==> src/rtl/sfs_pkg.sv <==
// Constants shared by the start-up fault sequencer.
package sfs_pkg;
   localparam int SFS_PEAK_COUNT = 6;
   localparam int SFS_CNT_W = 4;
   localparam logic [3:0] SFS_INIT_RAMPS = 4'h4;
   localparam logic [3:0] SFS_RAMP_GATE = 4'h2;
   localparam logic [3:0] SFS_RAMP_SOFT = 4'h3;
   localparam logic [3:0] SFS_PEAK_NEG = 4'h4;
   localparam logic [3:0] SFS_PEAK_DELAY = 4'h5;
   localparam logic [3:0] SFS_RAMP_POS = 4'h6;
   localparam int SFS_CLK_HZ = 10000000;
   localparam int SFS_SOFT_US = 2000;
   localparam int SFS_SOFT_CYC = SFS_SOFT_US * (SFS_CLK_HZ / 1000000);
   localparam int SFS_TIMEOUT_US = 50000;
   localparam int SFS_TIMEOUT_CYC = SFS_TIMEOUT_US * (SFS_CLK_HZ / 1000000);
   localparam int SFS_TMR_W = 20;
   typedef enum logic [6:0] {
      SFS_OFF      = 7'h01,
      SFS_WAIT_EN  = 7'h02,
      SFS_RISE     = 7'h04,
      SFS_FALL     = 7'h08,
      SFS_MONITOR  = 7'h10,
      SFS_TIMEOUT  = 7'h20,
      SFS_LATCHED  = 7'h40
   } sfs_state_type;
endpackage : sfs_pkg

==> src/rtl/sfs_timer.sv <==
// Down counter that times the fault time-out ramp.
`timescale 1ns/100ps
module sfs_timer
   import sfs_pkg::*;
#(
   parameter int WIDTH = SFS_TMR_W
) (
   // Clock and reset.
   input wire logic clock,
   input wire logic nrst,
   // Control.
   input wire logic run,
   input wire logic [WIDTH-1:0] load_value,
   // Status.
   output logic done
);
   logic [WIDTH-1:0] count_reg;
   logic [WIDTH-1:0] count_next;
   logic done_reg;
   logic done_next;

   // Counting restarts whenever run drops, which models the return to 1.15V.
   always_comb begin
      count_next = load_value;
      done_next = 1'b0;
      if (run) begin
         if (count_reg == '0) begin
            count_next = '0;
            done_next = 1'b1;
         end else begin
            count_next = count_reg - 1'b1;
         end
      end
   end

   always_ff @(posedge clock or negedge nrst) begin
      if (!nrst) begin
         count_reg <= '0;
         done_reg <= 1'b0;
      end else begin
         count_reg <= count_next;
         done_reg <= done_next;
      end
   end

   assign done = done_reg;
endmodule : sfs_timer

==> src/rtl/sfs_sequencer.sv <==
// Start-up sequencer and fault supervisor for a display power supply.
// Operation
// - A clean power-up counts exactly six peaks, releasing stages in order.
// - A latched fault stays off until enable toggles or supply recycles.
// - Enable low keeps everything powered down and idle.
// - Enable high and supply good start the timing ramp, fast then slow.
// - Enable low after supply good holds the first ramp off.
// - First four ramps set up protection switch and check timing cap, reference.
// - Reference and temperature are evaluated during the second ramp.
// - Inrush gate goes low at the second peak.
// - A fault turns the input protection transistor off.
// - Boost and logic soft-start begin at the third ramp start.
// - Negative rail enables at the fourth peak.
// - Delayed-output gate pulls low at the fifth peak.
// - Positive rail enables at the start of the sixth ramp.
// - After the sixth ramp, delayed output, gates and rails are checked.
// - Before soft-start, bad reference or temperature disables the device.
// - Stuck-low or stuck-high timing cap stops the sequence.
// - After start-up, timing cap, gates, feedbacks, reference are monitored.
// - In monitoring the timing cap is held at its rest level.
// - Timing cap, reference or temperature faults shut down immediately.
// - Other faults start a time-out ramp; reaching its end latches off.
// - A fault that clears before time-out returns to monitoring.
// - Gate signals not below threshold count as faulted.
// - Inrush gate not low after sequencing starts the time-out ramp.
`timescale 1ns/100ps
module sfs_sequencer
   import sfs_pkg::*;
#(
   parameter int TIMEOUT_CYC = SFS_TIMEOUT_CYC
) (
   // Clock and reset.
   input wire logic clock,
   input wire logic nrst,
   // Enable and supply.
   input wire logic enable,
   input wire logic supply_good,
   // Timing capacitor comparator events.
   input wire logic cap_peak,
   input wire logic cap_valley,
   input wire logic cap_fault,
   // Analog status.
   input wire logic ref_ok,
   input wire logic temp_ok,
   input wire logic inrush_gate_high,
   input wire logic delayed_gate_high,
   input wire logic boost_fb_ok,
   input wire logic logic_fb_ok,
   input wire logic negative_fb_ok,
   input wire logic positive_fb_ok,
   // Timing capacitor drive.
   output logic cap_charge,
   output logic cap_fast,
   output logic cap_hold,
   output logic cap_timeout_ramp,
   // Stage controls.
   output logic inrush_gate_drive_n,
   output logic soft_start_en,
   output logic row_negative_rail_en,
   output logic delayed_output_gate_n,
   output logic row_positive_rail_en,
   // Status.
   output logic fault_latched,
   output logic sequence_done
);
   sfs_state_type state_reg;
   sfs_state_type state_next;
   logic [SFS_CNT_W-1:0] peaks_reg;
   logic [SFS_CNT_W-1:0] peaks_next;
   logic fast_reg;
   logic fast_next;
   logic gate_reg;
   logic gate_next;
   logic soft_reg;
   logic soft_next;
   logic neg_reg;
   logic neg_next;
   logic dly_reg;
   logic dly_next;
   logic pos_reg;
   logic pos_next;
   logic en_d_reg;
   logic sup_d_reg;
   logic rearm;
   logic hard_fault;
   logic soft_fault;
   logic timeout_done;

   assign rearm = (enable && !en_d_reg) || (supply_good && !sup_d_reg);
   assign hard_fault = cap_fault || !ref_ok || !temp_ok;
   assign soft_fault = inrush_gate_high || delayed_gate_high || !boost_fb_ok
      || !logic_fb_ok || !negative_fb_ok || !positive_fb_ok;

   sfs_timer #(
      .WIDTH(SFS_TMR_W)
   ) u_timer (
      .clock(clock),
      .nrst(nrst),
      .run(state_reg == SFS_TIMEOUT),
      .load_value(SFS_TMR_W'(TIMEOUT_CYC - 1)),
      .done(timeout_done)
   );

   always_comb begin
      state_next = state_reg;
      peaks_next = peaks_reg;
      fast_next = fast_reg;
      gate_next = gate_reg;
      soft_next = soft_reg;
      neg_next = neg_reg;
      dly_next = dly_reg;
      pos_next = pos_reg;
      unique case (state_reg)
         SFS_OFF: begin
            if (supply_good) begin
               state_next = SFS_WAIT_EN;
            end
         end
         SFS_WAIT_EN: begin
            if (enable) begin
               state_next = SFS_RISE;
               fast_next = 1'b1;
            end
         end
         SFS_RISE: begin
            if (cap_peak) begin
               peaks_next = peaks_reg + 1'b1;
               fast_next = 1'b0;
               state_next = SFS_FALL;
               if (peaks_next == SFS_RAMP_GATE) begin
                  gate_next = 1'b1;
               end
               if (peaks_next == SFS_PEAK_NEG) begin
                  neg_next = 1'b1;
               end
               if (peaks_next == SFS_PEAK_DELAY) begin
                  dly_next = 1'b1;
               end
               if (peaks_next == SFS_CNT_W'(SFS_PEAK_COUNT)) begin
                  state_next = SFS_MONITOR;
               end
            end
            if (peaks_reg == 4'h1 && (!ref_ok || !temp_ok)) begin
               state_next = SFS_LATCHED;
            end
         end
         SFS_FALL: begin
            if (cap_valley) begin
               state_next = SFS_RISE;
               if (peaks_reg == SFS_RAMP_SOFT - 4'h1) begin
                  soft_next = 1'b1;
               end
               if (peaks_reg == SFS_RAMP_POS - 4'h1) begin
                  pos_next = 1'b1;
               end
            end
         end
         SFS_MONITOR: begin
            if (soft_fault) begin
               state_next = SFS_TIMEOUT;
            end
         end
         SFS_TIMEOUT: begin
            if (!soft_fault) begin
               state_next = SFS_MONITOR;
            end else if (timeout_done) begin
               state_next = SFS_LATCHED;
            end
         end
         SFS_LATCHED: begin
            if (rearm) begin
               state_next = SFS_RISE;
               fast_next = 1'b1;
            end
         end
         default: begin
            state_next = SFS_OFF;
         end
      endcase
      // immediate faults during start and monitoring
      if (state_reg == SFS_RISE || state_reg == SFS_FALL
         || state_reg == SFS_MONITOR || state_reg == SFS_TIMEOUT) begin
         if (cap_fault || ((state_reg == SFS_MONITOR
            || state_reg == SFS_TIMEOUT) && hard_fault)
            || (peaks_reg >= SFS_RAMP_GATE && peaks_reg < SFS_INIT_RAMPS
            && !ref_ok)) begin
            state_next = SFS_LATCHED;
         end
      end
      if (state_reg == SFS_RISE && cap_peak
         && peaks_next == SFS_CNT_W'(SFS_PEAK_COUNT) && soft_fault
         && state_next == SFS_MONITOR) begin
         state_next = SFS_TIMEOUT;
      end
      if (state_next == SFS_LATCHED || state_next == SFS_WAIT_EN
         || (state_reg == SFS_LATCHED && state_next == SFS_RISE)) begin
         peaks_next = '0;
         gate_next = 1'b0;
         soft_next = 1'b0;
         neg_next = 1'b0;
         dly_next = 1'b0;
         pos_next = 1'b0;
      end
      if (!enable || !supply_good) begin
         state_next = supply_good ? SFS_WAIT_EN : SFS_OFF;
         peaks_next = '0;
         fast_next = 1'b0;
         gate_next = 1'b0;
         soft_next = 1'b0;
         neg_next = 1'b0;
         dly_next = 1'b0;
         pos_next = 1'b0;
      end
   end

   always_ff @(posedge clock or negedge nrst) begin
      if (!nrst) begin
         state_reg <= SFS_OFF;
         peaks_reg <= '0;
         fast_reg <= 1'b0;
         gate_reg <= 1'b0;
         soft_reg <= 1'b0;
         neg_reg <= 1'b0;
         dly_reg <= 1'b0;
         pos_reg <= 1'b0;
         en_d_reg <= 1'b0;
         sup_d_reg <= 1'b0;
      end else begin
         state_reg <= state_next;
         peaks_reg <= peaks_next;
         fast_reg <= fast_next;
         gate_reg <= gate_next;
         soft_reg <= soft_next;
         neg_reg <= neg_next;
         dly_reg <= dly_next;
         pos_reg <= pos_next;
         en_d_reg <= enable;
         sup_d_reg <= supply_good;
      end
   end

   assign cap_charge = (state_reg == SFS_RISE);
   assign cap_fast = fast_reg;
   assign cap_hold = (state_reg == SFS_MONITOR);
   assign cap_timeout_ramp = (state_reg == SFS_TIMEOUT);
   assign inrush_gate_drive_n = !gate_reg;
   assign delayed_output_gate_n = !dly_reg;
   assign soft_start_en = soft_reg;
   assign row_negative_rail_en = neg_reg;
   assign row_positive_rail_en = pos_reg;
   assign fault_latched = (state_reg == SFS_LATCHED);
   assign sequence_done = cap_hold || cap_timeout_ramp;

   property p_enable_off;
      @(posedge clock) disable iff (!nrst)
      !enable |=> (state_reg != SFS_RISE && !soft_reg && !pos_reg);
   endproperty
   a_enable_off: assert property (p_enable_off)
      else $error("stage active while enable low");

   property p_latch_holds;
      @(posedge clock) disable iff (!nrst)
      (state_reg == SFS_LATCHED && !rearm && enable && supply_good)
      |=> state_reg == SFS_LATCHED;
   endproperty
   a_latch_holds: assert property (p_latch_holds)
      else $error("latched state left without rearm");

   property p_gate_off_latched;
      @(posedge clock) disable iff (!nrst)
      state_reg == SFS_LATCHED |-> inrush_gate_drive_n;
   endproperty
   a_gate_off_latched: assert property (p_gate_off_latched)
      else $error("inrush gate on while latched");

   property p_pos_after_neg;
      @(posedge clock) disable iff (!nrst)
      $rose(pos_reg) |-> neg_reg && dly_reg && soft_reg;
   endproperty
   a_pos_after_neg: assert property (p_pos_after_neg)
      else $error("positive rail before earlier stages");

   property p_hard_fault;
      @(posedge clock) disable iff (!nrst)
      (state_reg == SFS_MONITOR && cap_fault && enable && supply_good)
      |=> state_reg == SFS_LATCHED;
   endproperty
   a_hard_fault: assert property (p_hard_fault)
      else $error("hard fault not immediate");

   property p_clear_returns;
      @(posedge clock) disable iff (!nrst)
      (state_reg == SFS_TIMEOUT && !soft_fault && !hard_fault && enable
      && supply_good) |=> state_reg == SFS_MONITOR;
   endproperty
   a_clear_returns: assert property (p_clear_returns)
      else $error("cleared fault did not return to monitor");

   property p_done_six;
      @(posedge clock) disable iff (!nrst)
      $rose(cap_hold) && $past(state_reg) == SFS_RISE |-> peaks_reg == 4'h6;
   endproperty
   a_done_six: assert property (p_done_six)
      else $error("monitor entered without six peaks");

   property p_neg_at_four;
      @(posedge clock) disable iff (!nrst)
      $rose(neg_reg) |-> peaks_reg == 4'h4;
   endproperty
   a_neg_at_four: assert property (p_neg_at_four)
      else $error("negative rail not at fourth peak");

   property p_gate_at_two;
      @(posedge clock) disable iff (!nrst)
      $rose(gate_reg) |-> peaks_reg == 4'h2;
   endproperty
   a_gate_at_two: assert property (p_gate_at_two)
      else $error("inrush gate not at second peak");
endmodule : sfs_sequencer

==> config.mk <==
export PLATFORM = sky130hd
export DESIGN_NAME = sfs_sequencer
export DESIGN_NICKNAME = d
export VERILOG_FILES = /design/src/rtl/sfs_pkg.sv /design/src/rtl/sfs_timer.sv /design/src/rtl/sfs_sequencer.sv
export SDC_FILE = /design/constraint.sdc
export NUM_CORES = 1
export LEC_CHECK = 0
export ABC_AREA = 1
export BUFFER_PORTS_ARGS = -buffer_cell sky130_fd_sc_hd__buf_4
export CORE_MARGIN = 5
export CORE_UTILIZATION = 40
export DETAILED_ROUTE_END_ITERATION = 10
export GPL_TIMING_DRIVEN = 0
export PLACE_DENSITY_LB_ADDON = 0.2
export SLEW_MARGIN = 10
export SYNTH_ARGS = -nofsm -noshare
export SYNTH_HDL_FRONTEND = slang
export SYNTH_SLANG_ARGS = --single-unit
==> constraint.sdc <==
create_clock -name clock -period 5.1 [get_ports clock]
set_input_delay 0.255 -clock clock [delete_from_list [all_inputs] [get_ports clock]]
set_output_delay 0.255 -clock clock [all_outputs]
set_load 0.005 [all_outputs]
==> flow_metrics.env <==
export IMPL_status="complete, no violations"
export IMPL_wire_per_inst_um=12.47
export IMPL_grt_overflow_total=0
export IMPL_net_switching_power_uw=145.0
export IMPL_tightest_slew_ns=0.5191
export IMPL_finalClockSkew_ns=0.003511
export IMPL_synth_edf_count=0
export IMPL_holdBufCountCts=1
export IMPL_yosysTopAreaCellShare=0.3801
export IMPL_gp_congestion=0.8384
export IMPL_first_global_vias=2233
export IMPL_drc=0
export IMPL_tritoncts="built"
export IMPL_mostFrequentLayoutCells="nand2_1, nor2_1, inv_1, dfrtp_1, buf_4"
export IMPL_reg2reg_depth=11
export IMPL_root_buffer="clkbuf_8"
export IMPL_clk_pin_slew_ns=0.08
export IMPL_power_frac_seq=0.493
export IMPL_syn_area_per_cell_sq_um=7.357
export IMPL_synthToLayoutAreaGrowth_pct=16.08
export IMPL_crit_arrival_ns=2.13
export IMPL_placement_cell_area_sq_um=2844
export IMPL_cp_startpoint="peaks_reg[0]"
export IMPL_ys_flop_type="dfrtp_1"
export IMPL_period_share=0.3735
export IMPL_drt_wl_total_um=5723
export IMPL_synthCells=349
export IMPL_syn_num_nets=370
export IMPL_r2r_start="peaks_reg[0]"
export IMPL_p_per_area_nw_per_um2=219.3
export IMPL_clkSinkCount=40
export IMPL_cap_violations=0
export IMPL_rsz0062_at_grt="false"
export IMPL_startpoint_type="flop"
export IMPL_holdPathStages=1
export IMPL_num_vias=2246
export IMPL_final_util=0.4721
export IMPL_grt_usage=0.1537
export IMPL_vdd_drop_max_mv=0.1205
export IMPL_io_pins=26
export IMPL_yosysWarnings=0
export IMPL_p_leak_uw=0.001400
export IMPL_async_flop_share=1.000
export IMPL_crit_type="flop to flop"
export IMPL_rows=29
export IMPL_max_freq_ghz=0.5250
export IMPL_fin_nets=402
export IMPL_hpwl_um=4256
export IMPL_combPwrFrac=0.067
export IMPL_synth_top_area_cell="dfrtp_1"
export IMPL_finish_instance_area_sq_um=2980
export IMPL_critPathCaptureType="flop"
export IMPL_critPathMostFrequentCell="nand2_1"
export IMPL_crit_chain="inv_1, ha_1, o21ai_0, o21ai_0, inv_1, nand2_1, nand2_1, nand2_1, inv_2, nand3_4, a21oi_2"
export IMPL_first_iter_violations=123
export IMPL_p_sw_frac=0.2218
export IMPL_antenna_cells=0
export IMPL_ant_nets=0
export IMPL_io_buffer_count=24
export IMPL_h_tree_depth=2
export IMPL_die_w_um=90.12
export IMPL_setup_viol=0
export IMPL_finalHoldViolCount=0
export IMPL_p_int_uw=508.7
export IMPL_grt_antenna_before_repair=0
export IMPL_synth_seq_cells=40
export IMPL_ys_types=37
export IMPL_coreArea_sq_um=6314
export IMPL_cts_setup_buffers=0
export IMPL_drive_above_1_share=0.1911
export IMPL_grt_start_max_net_pins=41
export IMPL_crit_required_ns=5.32
export IMPL_first_pass_iters=4
export IMPL_largest_reg_flops=20
export IMPL_syn_area_sq_um=2567
export IMPL_cp_slowest_cell="dfrtp_1"
export IMPL_chipHeight_um=90.12
export IMPL_fin_total_pwr_uw=653.7
export IMPL_worstHoldPathType="primary input to flop"
export IMPL_fin_crit_ns=1.905
export IMPL_dieArea_sq_um=8121
export IMPL_yosysSeqAreaShare=0.3904
export IMPL_cts_made_buffers=5
export IMPL_final_max_slew_viol_count=0
export IMPL_clock_power_share=0.441
export IMPL_synthTopCellsByArea="dfrtp_1, nand2_1, nor2_1"
export IMPL_cts_resized_gates=0
export IMPL_crit_fanout=9
export IMPL_rrSetupSlack_ns=3.20
export IMPL_slew_headroom=0.6513
export IMPL_grt_first_pass_wirelength_um=10560
export IMPL_crit_path_end="dly_reg"
export IMPL_r2r_end="dly_reg"
export IMPL_vias_per_cell=4.893
export IMPL_start_util=0.4067
export IMPL_finalSetupTns_ns=0
export IMPL_layout_commonest_cell="nand2_1"
export IMPL_cp_slowest_stage_delay_ns=0.50
export IMPL_cts_max_path_buffers=2
export IMPL_clk_latency_ns=0.29
-- worst min-delay path by stage --
stage / start / end / slack (ns)
6_report: enable / en_d_reg / 0.09
5_1_grt: enable / en_d_reg / 0.08
4_1_cts: enable / en_d_reg / 0.08
3_5_place_dp: nrst / u_timer.count_reg[2] / 0.28
3_3_place_gp: nrst / u_timer.count_reg[2] / 0.27
2_1_floorplan: nrst / cap_fast / -0.04
-- synthesized netlist by cell type (all sizes together) (6+ instances only) --
| cell | n |
|---|---|
| nand3 | 20 |
| nand4 | 10 |
| nor2 | 72 |
| nor3 | 7 |
| dfrtp | 39 |
| a21oi | 16 |
| ha | 6 |
| nand2 | 83 |
| inv | 54 |
| xor2 | 6 |
| o21ai | 11 |
-- critical path, delay by kind of cell, from the launching register on --
kind,cells,cell delay (ns)
DFF,1,0.50
AOI/OAI and AO/OA,3,0.46
and+or+nand+nor,4,0.36
buffers and inverters,3,0.29
adders and majority gates,1,0.22
-- routing by layer --
layer / global-route usage / vias to the layer above / share of wire
met5: 0 / - / 0
li1: - / 1178 / -
met3: 0.03172 / 7 / 0.040
met4: 0.04342 / 0 / 0.013
met2: 0.2268 / 43 / 0.44
met1: 0.2262 / 1018 / 0.51
-- power by group through the flow --
stage	Clock [uW]	Combinational (uW)	Sequential, uW
6_report	288	43.6	322
5_1_grt	309	50.4	323
4_1_cts	295	44.6	322
3_5_place_dp	0	43.6	328
3_3_place_gp	0	43.4	328
2_1_floorplan	0	22.9	328
-- cells by family (layout without fill, tap and decap cells) --
logic type / Yosys count / after routing / share of synthesized area
AO/OA/AOI/OAI: 39 / 39 / 0.09405
AND/OR/NAND/NOR: 198 / 198 / 0.3704
adder cells (fa/ha/maj): 6 / 6 / 0.02924
buffers and inverters: 57 / 90 / 0.08528
XOR/XNOR: 9 / 9 / 0.03070
flip-flops: 40 / 40 / 0.3904
-- final cells by class --
| cell class | count | area [sq um] |
|---|---|---|
| Sequential cell | 40 | 1002 |
| Fill cell | 651 | 3333 |
| Multi-Input combinational cell | 252 | 1346 |
| Clock buffer | 7 | 96.34 |
| Clock inverter | 1 | 30.03 |
| Timing Repair Buffer | 25 | 190.2 |
| Tap cell | 77 | 96.34 |
| Buffer | 2 | 10.01 |
| Inverter | 55 | 209.0 |
-- stage by stage --
step | hold WS, ns | setup WS (ns) | instances
floorplan | -0.04059 | 3.454 | 349
global placement | 0.2735 | 3.215 | 450
detailed placement | 0.2761 | 3.208 | 450
CTS | 0.08466 | 3.176 | 459
global route | 0.08135 | 2.991 | 459
finish | 0.09327 | 3.195 | 459
No activity file was read; power rests on OpenSTA's default activity.
